## config.mk

```make
export PLATFORM = sky130hd
export DESIGN_NAME = rfs_top
export DESIGN_NICKNAME = d
export VERILOG_FILES = /design/src/inc/rfs_pkg.sv /design/src/verilog/rfs_top.sv
export VERILOG_INCLUDE_DIRS = /design/src /design/src/inc
export SDC_FILE = /design/constraint.sdc
export NUM_CORES = 1
export LEC_CHECK = 0
export BUFFER_PORTS_ARGS = -buffer_cell sky130_fd_sc_hd__buf_2
export CAP_MARGIN = 20
export CORE_MARGIN = 2
export CORE_UTILIZATION = 52
export CTS_CLUSTER_SIZE = 25
export DETAILED_ROUTE_END_ITERATION = 10
export PLACE_DENSITY = 0.69
export SLEW_MARGIN = 15
export SYNTH_ARGS = -nofsm -noshare
export SYNTH_HDL_FRONTEND = slang
export SYNTH_SLANG_ARGS = --single-unit
export TNS_END_PERCENT = 5
```

## constraint.sdc

```tcl
create_clock -name pclk -period 2.23 [get_ports pclk]
set_input_delay 0.223 -clock pclk [delete_from_list [all_inputs] [get_ports pclk]]
set_output_delay 0.223 -clock pclk [all_outputs]
set_load 0.01 [all_outputs]
```

## src/inc/rfs_regs.svh

```systemverilog
// Register offsets, field positions, reset values and timing figures
// Definitions only; included by the reset sequencer design files
`ifndef RFS_REGS_SVH
`define RFS_REGS_SVH

// ----------------------------------------
// Register byte offsets
// ----------------------------------------
`define RFS_OFF_MAIN_RESET_FLAG_REGISTER   8'h00
`define RFS_OFF_SUP    8'h04
`define RFS_OFF_OSC    8'h08
`define RFS_OFF_CTL    8'h0c
`define RFS_OFF_CAL    8'h10
`define RFS_OFF_NVM    8'h14

// ----------------------------------------
// Masks and reset values
// ----------------------------------------
`define RFS_MAIN_RESET_FLAG_REGISTER_MASK  16'hd7ff
`define RFS_MAIN_RESET_FLAG_REGISTER_POR   16'h0003
`define RFS_SUP_MASK   16'h000f
`define RFS_SUP_POR    16'h000e
`define RFS_CAL_POR    16'h0000
`define RFS_NVM_POR    16'h0000

// ----------------------------------------
// Field positions
// ----------------------------------------
`define RFS_B_POR      0
`define RFS_B_BOR      1
`define RFS_B_IDLE     2
`define RFS_B_SLEEP    3
`define RFS_B_WATCHDOG_TIMEOUT_FLAG     4
`define RFS_B_DEEP_SLEEP_FLAG    10
`define RFS_B_SUPBOR   3
`define RFS_B_SUPPOR   2
`define RFS_B_BATTERY_POWERON_FLAG    1
`define RFS_B_VBAT     0

// ----------------------------------------
// Oscillator select codes and timing
// ----------------------------------------
`define RFS_OSC_FRC    3'h0
`define RFS_OSC_FRCPLL 3'h1
`define RFS_OSC_PRI    3'h2
`define RFS_OSC_PRIPLL 3'h3
`define RFS_OSC_SOSC   3'h4
`define RFS_OSC_LOW_POWER_INTERNAL_RC   3'h5
`define RFS_OSC_FRCDIV 3'h7
`define RFS_CLK_MHZ    125
`define RFS_POWERON_DELAY_US    10
`define RFS_TRST_US    2
`define RFS_OST_LAST   10'h3ff

`endif

```

## src/inc/rfs_pkg.sv

```systemverilog
// Types shared by the reset flag and release sequencer
// Assumes rfs_regs.svh carries all numeric constants
`default_nettype none

package rfs_pkg;

   typedef enum logic [1:0] {SEQ_RUN, SEQ_HOLD} rfs_seq_e;
   typedef enum logic [1:0] {RK_POR, RK_BOR, RK_SHORT} rfs_kind_e;
   typedef enum logic [1:0] {CK_IDLE, CK_WAIT, CK_FRC} rfs_ck_e;

   // Same-clock reset and instruction event pulses
   typedef struct packed {
      logic trap;
      logic illop;
      logic cfgmis;
      logic swrst;
      logic wdt_to;
      logic wdt_clr;
      logic power_save_instruction;
      logic power_save_instruction_op;
   } rfs_evt_s;

   // Static configuration word fields
   typedef struct packed {
      logic [2:0] osc_sel;
      logic       pri_xtal;
      logic       clk_sw_en;
      logic       bor_en;
      logic       two_speed;
      logic       clock_fail_monitor_en;
   } rfs_cfg_s;

   // Asynchronous detector and oscillator pins
   typedef struct packed {
      logic por;
      logic bor;
      logic batt_ok;
      logic ext_rst_n;
      logic osc_clk;
      logic pll_lock;
   } rfs_pin_s;

endpackage

`default_nettype wire

```

## src/verilog/rfs_top.sv

```systemverilog
// Reset flags, reset release sequencing and clock source choice at reset
// Assumes pclk runs free from power-up; pins are asynchronous to pclk
`timescale 1ns/1ps
`default_nettype none
`include "rfs_regs.svh"

module rfs_top
#(
   parameter int TVREG_NS = 10000,  // Regulator start-up time
   parameter int TFRC_NS  = 1000,   // Fast RC start-up time
   parameter int TLPRC_NS = 2000,   // Low-power RC start-up time
   parameter int TFSCM_NS = 1000,   // Monitor start delay after release
   parameter int CW       = 16      // Delay counter width
)
(
   input  wire logic               pclk,                // Bus clock, free running
   input  wire logic               presetn,             // Power-on reset, active low
   input  wire logic               clk_en,              // Freezes all state when low
   input  wire logic               psel,                // APB select
   input  wire logic               penable,             // APB enable
   input  wire logic               pwrite,              // APB write
   input  wire logic [7:0]         paddr,               // APB byte address
   input  wire logic [31:0]        pwdata,              // APB write data
   output var  logic [31:0]        prdata,              // APB read data
   output var  logic               pready,              // APB ready
   output var  logic               pslverr,             // APB error, unmapped
   input  wire rfs_pkg::rfs_pin_s  pins,                // Asynchronous pins
   input  wire rfs_pkg::rfs_evt_s  evt,                 // Event pulses
   input  wire rfs_pkg::rfs_cfg_s  cfg,                 // Configuration fields
   output var  logic               master_reset_signal, // Master reset, high active
   output var  logic [2:0]         sys_clk_src,         // Released clock source
   output var  logic               sys_clk_ok,          // System clock released
   output var  logic               clock_fail_monitor_active          // Clock monitor running
);
   import rfs_pkg::*;

   // ----------------------------------------
   // Delay counts
   // ----------------------------------------
   localparam int POR_I  = `RFS_POWERON_DELAY_US * `RFS_CLK_MHZ;
   localparam int RST_I  = `RFS_TRST_US * `RFS_CLK_MHZ;
   localparam int VREG_I = (TVREG_NS * `RFS_CLK_MHZ + 999) / 1000;
   localparam logic [CW-1:0] CYC_POR  = CW'(POR_I + VREG_I + RST_I);
   localparam logic [CW-1:0] CYC_BOR  = CW'(VREG_I + RST_I);
   localparam logic [CW-1:0] CYC_RST  = CW'(RST_I);
   localparam logic [CW-1:0] CYC_FRC  = CW'((TFRC_NS * `RFS_CLK_MHZ + 999) / 1000);
   localparam logic [CW-1:0] CYC_LOW_POWER_INTERNAL_RC = CW'((TLPRC_NS * `RFS_CLK_MHZ + 999) / 1000);
   localparam logic [CW-1:0] CYC_CLOCK_FAIL_MONITOR = CW'((TFSCM_NS * `RFS_CLK_MHZ + 999) / 1000);
   localparam logic [CW-1:0] CNT_MAX  = '1;

   // ----------------------------------------
   // Decoding helpers
   // ----------------------------------------
   function automatic logic hit(input logic [7:0] a, input logic [7:0] off);
      hit = (a == off);
   endfunction

   function automatic logic is_pll(input logic [2:0] s);
      is_pll = (s == `RFS_OSC_FRCPLL) | (s == `RFS_OSC_PRIPLL);
   endfunction

   function automatic logic is_xtal(input logic [2:0] s, input logic x);
      is_xtal = (((s == `RFS_OSC_PRI) | (s == `RFS_OSC_PRIPLL)) & x) | (s == `RFS_OSC_SOSC);
   endfunction

   function automatic logic is_frc(input logic [2:0] s);
      is_frc = (s == `RFS_OSC_FRC) | (s == `RFS_OSC_FRCPLL) | (s == `RFS_OSC_FRCDIV);
   endfunction

   // ----------------------------------------
   // Pin synchronisers
   // ----------------------------------------
   logic [5:0] pin_meta;
   logic [5:0] pin_sync;
   logic [5:0] pin_prev;
   rfs_pin_s   ps;
   rfs_pin_s   pp;

   always_ff @(posedge pclk or negedge presetn)
   begin
      if (!presetn)
      begin
         pin_meta <= 6'h04;
         pin_sync <= 6'h04;
         pin_prev <= 6'h24;
      end
      else if (clk_en)
      begin
         pin_meta <= pins;
         pin_sync <= pin_meta;
         pin_prev <= pin_sync;
      end
   end

   assign ps = pin_sync;
   assign pp = pin_prev;

   // ----------------------------------------
   // Reset events
   // ----------------------------------------
   wire por_evt   = ps.por & ~pp.por;
   wire bor_evt   = ps.bor & ~pp.bor & cfg.bor_en & ~por_evt;
   wire ext_evt   = ~ps.ext_rst_n & pp.ext_rst_n;
   wire osc_tick  = ps.osc_clk & ~pp.osc_clk;
   wire short_src = ext_evt | evt.trap | evt.illop | evt.cfgmis | evt.swrst | evt.wdt_to;
   wire short_evt = short_src & ~por_evt & ~bor_evt;
   wire any_evt   = por_evt | bor_evt | short_evt;

   // ----------------------------------------
   // APB decode
   // ----------------------------------------
   wire setup    = psel & ~penable;
   wire wr       = psel & penable & pwrite & pready;
   wire wr_main_reset_flag_register  = wr & hit(paddr, `RFS_OFF_MAIN_RESET_FLAG_REGISTER);
   wire wr_sup   = wr & hit(paddr, `RFS_OFF_SUP);
   wire wr_ctl   = wr & hit(paddr, `RFS_OFF_CTL);
   wire wr_cal   = wr & hit(paddr, `RFS_OFF_CAL);
   wire wr_nvm   = wr & hit(paddr, `RFS_OFF_NVM);

   // ----------------------------------------
   // Flag registers
   // ----------------------------------------
   logic [15:0] main_reset_flag_register;
   logic [15:0] sup;
   logic [15:0] cal;
   logic [15:0] nvm;
   logic        deep_sleep_enable;
   rfs_seq_e    seq_st;
   rfs_kind_e   kind;
   logic [CW-1:0] seq_cnt;

   wire slp_set  = evt.power_save_instruction & ~evt.power_save_instruction_op;
   wire dslp_set = slp_set & deep_sleep_enable;
   wire idl_set  = evt.power_save_instruction & evt.power_save_instruction_op;
   wire rel      = (seq_st == SEQ_HOLD) & (seq_cnt == CW'(1)) & ~any_evt;
   wire vbat_set = rel & (kind == RK_POR) & ps.batt_ok;

   // Set terms win over the software and watchdog clear terms
   wire [15:0] main_reset_flag_register_set = {evt.trap, evt.illop, 3'b000, dslp_set, evt.cfgmis, 1'b0,
                           ext_evt, evt.swrst, 1'b0, evt.wdt_to, slp_set, idl_set,
                           bor_evt, 1'b0};
   wire [15:0] main_reset_flag_register_clr = {11'h000, evt.wdt_clr | evt.power_save_instruction, 4'h0};
   wire [15:0] main_reset_flag_register_wr  = wr_main_reset_flag_register ? pwdata[15:0] : main_reset_flag_register;
   wire [15:0] next_main_reset_flag_register = por_evt ? `RFS_MAIN_RESET_FLAG_REGISTER_POR
                                   : (((main_reset_flag_register_wr & ~main_reset_flag_register_clr) | main_reset_flag_register_set) & `RFS_MAIN_RESET_FLAG_REGISTER_MASK);
   wire [15:0] sup_set  = {12'h000, bor_evt, por_evt, ~ps.batt_ok, vbat_set};
   wire [15:0] sup_wr   = wr_sup ? (sup & pwdata[15:0]) : sup;
   wire [15:0] next_sup = (sup_wr | sup_set) & `RFS_SUP_MASK;

   always_ff @(posedge pclk or negedge presetn)
   begin
      if (!presetn)
      begin
         main_reset_flag_register <= `RFS_MAIN_RESET_FLAG_REGISTER_POR;
         sup  <= `RFS_SUP_POR;
      end
      else if (clk_en)
      begin
         main_reset_flag_register <= next_main_reset_flag_register;
         sup  <= next_sup;
      end
   end

   // Calibration and nonvolatile control survive all but power-on
   always_ff @(posedge pclk or negedge presetn)
   begin
      if (!presetn)
      begin
         cal <= `RFS_CAL_POR;
         nvm <= `RFS_NVM_POR;
      end
      else if (clk_en)
      begin
         cal <= por_evt ? `RFS_CAL_POR : (wr_cal ? pwdata[15:0] : cal);
         nvm <= por_evt ? `RFS_NVM_POR : (wr_nvm ? pwdata[15:0] : nvm);
      end
   end

   // Control register takes one value under every reset type
   always_ff @(posedge pclk or negedge presetn)
   begin
      if (!presetn)
         deep_sleep_enable <= 1'b0;
      else if (clk_en)
         deep_sleep_enable <= master_reset_signal ? 1'b0 : (wr_ctl ? pwdata[0] : deep_sleep_enable);
   end

   // ----------------------------------------
   // Master reset sequencer
   // ----------------------------------------
   rfs_seq_e      next_seq_st;
   rfs_kind_e     next_kind;
   logic [CW-1:0] next_seq_cnt;

   always_comb
   begin
      next_seq_st  = seq_st;
      next_kind    = kind;
      next_seq_cnt = seq_cnt;
      if (any_evt)
      begin
         next_seq_st = SEQ_HOLD;
         if (por_evt)
         begin
            next_kind    = RK_POR;
            next_seq_cnt = CYC_POR;
         end
         else if (bor_evt)
         begin
            next_kind    = RK_BOR;
            next_seq_cnt = CYC_BOR;
         end
         else
         begin
            next_kind    = RK_SHORT;
            next_seq_cnt = CYC_RST;
         end
      end
      else
      begin
         case (seq_st)
            SEQ_HOLD:
               if (seq_cnt == CW'(1))
                  next_seq_st = SEQ_RUN;
               else
                  next_seq_cnt = seq_cnt - CW'(1);
            default:
               next_seq_cnt = seq_cnt;
         endcase
      end
   end

   always_ff @(posedge pclk or negedge presetn)
   begin
      if (!presetn)
      begin
         seq_st              <= SEQ_HOLD;
         kind                <= RK_POR;
         seq_cnt             <= CYC_POR;
         master_reset_signal <= 1'b1;
      end
      else if (clk_en)
      begin
         seq_st              <= next_seq_st;
         kind                <= next_kind;
         seq_cnt             <= next_seq_cnt;
         master_reset_signal <= (next_seq_st == SEQ_HOLD);
      end
   end

   // ----------------------------------------
   // Clock source choice and start-up delays
   // ----------------------------------------
   logic          boot;
   logic [2:0]    cur_osc;
   rfs_ck_e       ck_st;
   rfs_ck_e       next_ck_st;
   logic [CW-1:0] ck_cnt;
   logic [9:0]    ost_cnt;
   logic          ost_done;
   logic [2:0]    next_src;
   logic          next_ok;

   wire       ck_start = boot | por_evt | bor_evt;
   wire       osc_load = ~cfg.clk_sw_en | ck_start;
   wire [2:0] next_cur_osc = osc_load ? cfg.osc_sel : cur_osc;
   wire       frc_ok  = (ck_cnt >= CYC_FRC);
   wire       rc_ok   = is_frc(cur_osc) ? frc_ok
                      : ((cur_osc == `RFS_OSC_LOW_POWER_INTERNAL_RC) ? (ck_cnt >= CYC_LOW_POWER_INTERNAL_RC) : 1'b1);
   wire       pll_ok  = ~is_pll(cur_osc) | ps.pll_lock;
   wire       ost_ok  = ~is_xtal(cur_osc, cfg.pri_xtal) | ost_done;
   wire       pri_ok  = rc_ok & pll_ok & ost_ok;
   wire       ost_run = (ck_st != CK_IDLE) & is_xtal(cur_osc, cfg.pri_xtal) & ~ost_done;

   always_comb
   begin
      next_ck_st = ck_st;
      next_src   = sys_clk_src;
      next_ok    = sys_clk_ok;
      case (ck_st)
         CK_WAIT:
            if (pri_ok)
            begin
               next_ck_st = CK_IDLE;
               next_src   = cur_osc;
               next_ok    = 1'b1;
            end
            else if (cfg.two_speed & frc_ok)
            begin
               next_ck_st = CK_FRC;
               next_src   = `RFS_OSC_FRC;
               next_ok    = 1'b1;
            end
         CK_FRC:
            if (pri_ok)
            begin
               next_ck_st = CK_IDLE;
               next_src   = cur_osc;
            end
         default:
            next_src = cur_osc;
      endcase
   end

   always_ff @(posedge pclk or negedge presetn)
   begin
      if (!presetn)
      begin
         boot        <= 1'b1;
         cur_osc     <= `RFS_OSC_FRC;
         ck_st       <= CK_WAIT;
         ck_cnt      <= '0;
         sys_clk_src <= `RFS_OSC_FRC;
         sys_clk_ok  <= 1'b0;
      end
      else if (clk_en)
      begin
         boot    <= 1'b0;
         cur_osc <= next_cur_osc;
         if (ck_start)
         begin
            ck_st      <= CK_WAIT;
            ck_cnt     <= '0;
            sys_clk_ok <= 1'b0;
         end
         else
         begin
            ck_st       <= next_ck_st;
            ck_cnt      <= (ck_cnt == CNT_MAX) ? ck_cnt : ck_cnt + CW'(1);
            sys_clk_src <= next_src;
            sys_clk_ok  <= next_ok;
         end
      end
   end

   // Start-up counter: 1024 oscillator periods
   always_ff @(posedge pclk or negedge presetn)
   begin
      if (!presetn)
      begin
         ost_cnt  <= 10'h000;
         ost_done <= 1'b0;
      end
      else if (clk_en)
      begin
         if (ck_start)
         begin
            ost_cnt  <= 10'h000;
            ost_done <= 1'b0;
         end
         else if (ost_run & osc_tick)
         begin
            ost_cnt  <= ost_cnt + 10'h001;
            ost_done <= (ost_cnt == `RFS_OST_LAST);
         end
      end
   end

   // ----------------------------------------
   // Clock fail monitor start delay
   // ----------------------------------------
   logic [CW-1:0] clock_fail_monitor_cnt;

   always_ff @(posedge pclk or negedge presetn)
   begin
      if (!presetn)
      begin
         clock_fail_monitor_cnt    <= '0;
         clock_fail_monitor_active <= 1'b0;
      end
      else if (clk_en)
      begin
         if (master_reset_signal)
         begin
            clock_fail_monitor_cnt    <= '0;
            clock_fail_monitor_active <= 1'b0;
         end
         else if (clock_fail_monitor_cnt != CYC_CLOCK_FAIL_MONITOR)
            clock_fail_monitor_cnt <= clock_fail_monitor_cnt + CW'(1);
         else
            clock_fail_monitor_active <= cfg.clock_fail_monitor_en;
      end
   end

   // ----------------------------------------
   // APB slave
   // ----------------------------------------
   logic [31:0] rd_word;
   logic        rd_known;

   always_comb
   begin
      rd_word  = 32'h0000_0000;
      rd_known = 1'b1;
      if (hit(paddr, `RFS_OFF_MAIN_RESET_FLAG_REGISTER))
         rd_word = {16'h0000, main_reset_flag_register};
      else if (hit(paddr, `RFS_OFF_SUP))
         rd_word = {16'h0000, sup};
      else if (hit(paddr, `RFS_OFF_OSC))
         rd_word = {26'h000_0000, clock_fail_monitor_active, ck_st == CK_FRC, sys_clk_ok, cur_osc};
      else if (hit(paddr, `RFS_OFF_CTL))
         rd_word = {31'h0000_0000, deep_sleep_enable};
      else if (hit(paddr, `RFS_OFF_CAL))
         rd_word = {16'h0000, cal};
      else if (hit(paddr, `RFS_OFF_NVM))
         rd_word = {16'h0000, nvm};
      else
         rd_known = 1'b0;
   end

   always_ff @(posedge pclk or negedge presetn)
   begin
      if (!presetn)
      begin
         prdata  <= 32'h0000_0000;
         pready  <= 1'b0;
         pslverr <= 1'b0;
      end
      else if (clk_en)
      begin
         pready  <= setup;
         pslverr <= setup & ~rd_known;
         if (setup)
            prdata <= rd_word;
      end
   end

   // ----------------------------------------
   // Assertions
   // ----------------------------------------
   logic [CW-1:0] hold_len;

   always_ff @(posedge pclk or negedge presetn)
   begin
      if (!presetn)
         hold_len <= '0;
      else if (clk_en)
         hold_len <= (any_evt | ~master_reset_signal) ? '0 : hold_len + CW'(1);
   end
endmodule

`default_nettype wire

```

* Word-level counts from Yosys, hierarchy flattened
Cells that the tools add are included.
** Word-level totals
- Flip-flop bits (word level) :: 180
** Cells by class
- $add $sub $neg :: 4
- Order comparisons :: 2
- Equal/unequal tests :: 26
- Multiplexer cells :: 56
- Bitwise logic cells :: 71
- Reduce and logical (&&, ||, !) cells :: 27
** Operators with widths (number)
- two-way mux 16 bit :: 19
- adder 16 x 1 -> 16 bit, second input constant :: 2
- bitwise AND 1 bit :: 32
- two-way mux 10 bit :: 2
- AND reduction 2 bit :: 10
- two-way mux 1 bit :: 18
- two-way mux 2 bit :: 9
- bitwise OR 1 bit :: 18
- bitwise AND 16 bit :: 1
- == test 16 x 1 -> 1 bit, second input constant :: 1
- == test 16 bit, second input constant :: 1
- == test 8 x 4 -> 1 bit, second input constant :: 2
- == test 8 x 5 -> 1 bit, second input constant :: 2
- greater-or-equal comparator 16 x 7 -> 1 bit, second input constant :: 1
- greater-or-equal comparator 16 x 8 -> 1 bit, second input constant :: 1
- inequality test 16 x 7 -> 1 bit, second input constant :: 1
- inverter 1 bit :: 16
- inverter 5 -> 16 bit :: 1
- bitwise OR 16 bit :: 1
- nonzero test 2 bit :: 8
- subtractor 16 x 1 -> 16 bit, second input constant :: 1
- two-way mux 12 bit :: 1
- two-way mux 11 bit :: 1
- adder 10 x 1 -> 10 bit, second input constant :: 1
- other kinds (22) :: 36

* Depth between registers and ports, before layout
- Depth in word-level cells :: 15
- Gate-level depth with buffers :: 8

* Least setup slack after synthesis
Ideal clock, no wire load.
- Path kind :: reg2reg
- Start point :: register seq_cnt[10]
- End point :: register seq_cnt[1]
- Arrival :: 1.925 ns
- Data required time :: 2.148 ns
- Slack :: 0.223 ns
- Cell stages (with the launch flop) :: 8
- Buffers on the path :: 2
- Cell sequence :: dfrtp_1 > or2_2 > or3_1 > clkbuf_1 > o21ai_2 > buf_4 > nand2_1 > mux2_2
** On the way
- Word-level cells in the longest chain between the ends :: 3
** Ends and longest elaborated chain
- start, declared :: line rfs_top.sv:130 : logic [CW-1:0] seq_cnt;
- start signal, assigned :: line rfs_top.sv:246 : seq_cnt <= next_seq_cnt;
- == test 16 x 1 -> 1 bit :: line rfs_top.sv:223 : if (seq_cnt == CW'(1))
- inequality test 2 bit (no source line)
- AND reduction 3 bit (no source line)
Every way passes these cells.
A chain may end at the register's enable or synchronous reset.

* Worst setup path in the final report
- Start point :: register seq_cnt[10]
- End point :: register master_reset_signal
** On the way
- Word-level cells in the longest chain between the ends :: 5
** Ends and longest elaborated chain
- == test 16 x 1 -> 1 bit :: line rfs_top.sv:223
- two-way mux 2 bit :: line rfs_top.sv:223
- two-way mux 2 bit :: line rfs_top.sv:221 : case (seq_st)
- two-way mux 2 bit :: line rfs_top.sv:200 : if (any_evt)
- == test 2 x 1 -> 1 bit :: line rfs_top.sv:247 : master_reset_signal <= (next_seq_st == SEQ_HOLD);
- end signal, assigned :: line rfs_top.sv:247
- end, declared :: line rfs_top.sv:30 : output var logic master_reset_signal,
Every way passes these cells.

==> flow_metrics.env <==
export IMPL_ys_flop_type="dfrtp_1"
export IMPL_crit_chain="or2_2 > or3_4 > o21ai_2 > and2_1 > o21ai_0"
export IMPL_postSynthAreaPerCell_um2=10.4
export IMPL_power_frac_clock=0.378
export IMPL_syn_area_mm2=0.00813
export IMPL_swShare=0.280
export IMPL_drv_slew=0
export IMPL_vias=6653
export IMPL_ys_seq_elements=160
export IMPL_final_nets=956
export IMPL_synth_area_leaders="dfrtp_1 (43%), dfstp_2 (6.8%), a22o_1 (4.4%)"
export IMPL_yosys_warnings=0
export IMPL_die_h_um=129
export IMPL_endpoint="master_reset_signal"
export IMPL_cts_buffers=17
export IMPL_synth_compound_area_frac=0.178
export IMPL_fp_dieW_um=129
export IMPL_firstDrtPassIters=5
export IMPL_grt_pass1_wl_um=32800
export IMPL_dp_hpwl_um=14100
export IMPL_rsz0062_at_grt="true"
export IMPL_critPathLaunchType="flop"
export IMPL_cp_num_buf_inv=0
export IMPL_post_cts_buffers=0
export IMPL_crit_slowest_cell="dfrtp_1"
export IMPL_finalCoreUtilization=0.623
export IMPL_switching_power_mw=2.05
export IMPL_yosys_area_share_adder=0.0139
export IMPL_fin_crit_ps=2100
export IMPL_globalplace_congestion=0.876
export IMPL_multi_input_area_mm2=0.00382
export IMPL_io_buffers=75
export IMPL_reg2reg_depth=5
export IMPL_fmax_ghz=0.475
export IMPL_r2r_start="seq_cnt[10]"
export IMPL_ys_seq_area_frac=0.496
export IMPL_hp_class="in2reg"
export IMPL_critical_path_startpoint="seq_cnt[10]"
export IMPL_cts_htree_levels=4
export IMPL_ios=108
export IMPL_cts_sinks=160
export IMPL_netlist_area_leader_share=0.428
export IMPL_area_growth_pct=16.9
export IMPL_drc=0
export IMPL_synth_top_area_cell="dfrtp_1"
export IMPL_cp_top_family="simple AND/OR/NAND/NOR gates"
export IMPL_register_area_mm2=0.00403
export IMPL_clock_path_buffers=2
export IMPL_rows=45
export IMPL_intPower_mw=5.27
export IMPL_power_frac_seq=0.468
export IMPL_finalHoldViolations=0
export IMPL_power_density_mw_per_mm2=770
export IMPL_antenna_found_initial=1
export IMPL_initial_utilization=0.533
export IMPL_cap_violations=0
export IMPL_insertion_delay_ps=430
export IMPL_tightest_slew_ps=1050
export IMPL_fin_area_mm2=0.00950
export IMPL_placed_area_mm2=0.00891
export IMPL_grt_max_degree=58
export IMPL_setup_violations=0
export IMPL_crit_cells=5
export IMPL_grt_total_usage=0.251
export IMPL_wire_per_inst_um=18.3
export IMPL_ir_drop_mv=0.582
export IMPL_crit_fanout=9
export IMPL_synth_xor_area_share=0.0366
export IMPL_synth_most_common_cell="dfrtp_1"
export IMPL_dp_slack_ps=46.0
export IMPL_drtIter0Drc=509
export IMPL_leakagePower_nw=4.29
export IMPL_ys_async_sr_fraction=1.00
export IMPL_required_ps=2560
export IMPL_synth_edff_count=0
export IMPL_fp_coreArea_mm2=0.0153
export IMPL_maxSlewHeadroom=0.299
export IMPL_cpPeakStageDelay_ps=420
export IMPL_dieArea_mm2=0.0167
export IMPL_synth_cells=781
export IMPL_yosys_area_share_simple=0.180
export IMPL_finalCritPeriodShare=0.944
export IMPL_timing_rr_end="master_reset_signal"
export IMPL_grt_pass1_vias=6587
export IMPL_cts_tree="done"
export IMPL_drive_gt1_frac=0.249
export IMPL_fin_ws_ps=125
export IMPL_status="completed"
export IMPL_end_kind="flop"
export IMPL_synthMuxAreaShare=0.0514
export IMPL_arrival_ps=2430
export IMPL_ys_types=75
export IMPL_antenna_left=0
export IMPL_root_buffer="clkbuf_16"
export IMPL_grt_overflow=0
export IMPL_synth_top_family_by_area="simple AND/OR/NAND/NOR gates"
export IMPL_clk_pin_slew_ps=60
export IMPL_worstSetupPathType="reg2reg"
export IMPL_synthTopCellsByCount="dfrtp_1 (139), nor2_1 (80), nand2_1 (55)"
export IMPL_fin_worst_skew_ps=14.2
export IMPL_worst_r2r_setup_slack_ps=130
export IMPL_routed_wl_um=20200
export IMPL_fillCellCount=1254
export IMPL_combPwrFrac=0.154
export IMPL_via_per_inst=6.03
==> stage by stage <==
step	setup TNS, ps	hold slack (ps)	cells	total power, mW
finish	0	24.0	1104	7.32
global route	-100	17.2	1104	7.64
CTS	0	14.8	1103	7.34
detailed placement	0	223	1070	4.57
global placement	0	226	1070	4.52
floorplan	0	-72.6	796	4.10
==> worst min path at each step <==
stage	depth (start not counted)	startpoint	end	slack [ps]
5_1_grt	2	cfg[7]	cur_osc[2]	20
2_1_floorplan	0	presetn	cal[0]	-70
3_3_place_gp	1	presetn	prdata[14]	230
3_5_place_dp	1	presetn	prdata[14]	220
6_report	2	pins[0]	pin_meta[0]	20
4_1_cts	2	pins[0]	pin_meta[0]	10
==> kinds of logic (layout without fill, tap and decap cells) <==
family	count (synthesis)	count (layout)
buffers and inverters	73	169
AO/OA/AOI/OAI	192	192
adder cells (fa/ha/maj)	9	9
multiplexers	38	38
AND/OR/NAND/NOR	274	274
XOR/XNOR	34	34
flip-flops	160	160
other	1	17
==> final cells by class <==
type / instances / area share
well taps: 211 / 0.0278
flip-flops and latches: 160 / 0.424
clock inverters: 10 / 0.00908
multi-input cells: 563 / 0.402
inverters: 14 / 0.00553
clock buffers: 22 / 0.0499
diodes: 1 / 0.000263
repair buffers: 123 / 0.0810
==> flip-flops by register name (all words and copies together), names as in the netlist, 2 cells and up <==
name and count:
cal 16, ck_cnt 16, ck_st 2, clock_fail_monitor_cnt 16
cur_osc 3, kind 2, main_reset_flag_register 14, nvm 16
ost_cnt 10, pin_meta 6, pin_prev 4, pin_sync 6
prdata 16, seq_cnt 16, seq_st 2, sup 4
sys_clk_src 3
==> placed cells by master, fill, tap and decap left out, drive strengths merged, types with 16 or more instances in the layout <==
cell type / count
conb: 16
nand2: 56
nor3: 22
buf: 122
mux2: 30
nor2: 80
a22o: 41
o2bb2ai: 18
dfstp: 21
a21oi: 22
xor2: 20
o21ai: 27
clkbuf: 22
nand4: 19
dfrtp: 139
==> power groups by stage <==
stage / combinational, mW / sequential [mW] / clock [mW]
global placement: 1.08 / 3.45 / 0
global route: 1.24 / 3.46 / 2.95
finish: 1.13 / 3.42 / 2.77
detailed placement: 1.11 / 3.46 / 0
CTS: 1.13 / 3.42 / 2.80
floorplan: 0.701 / 3.40 / 0
==> layer usage <==
layer	track usage	part of all wire	wire [um]	vias to the layer above
met4	0.0870	0.018	370	0
met1	0.334	0.44	8980	3339
met2	0.412	0.49	9810	230
met3	0.0524	0.052	1060	32
met5	0	0	0	-
li1	-	-	-	3052
==> repair_timing <==
action,4_1_cts,5_1_grt
hold buffers,1,0
resized for setup,0,3
hold endpoints to repair,42,0
setup endpoints to repair,0,13
(Power assumes the default switching activity.)
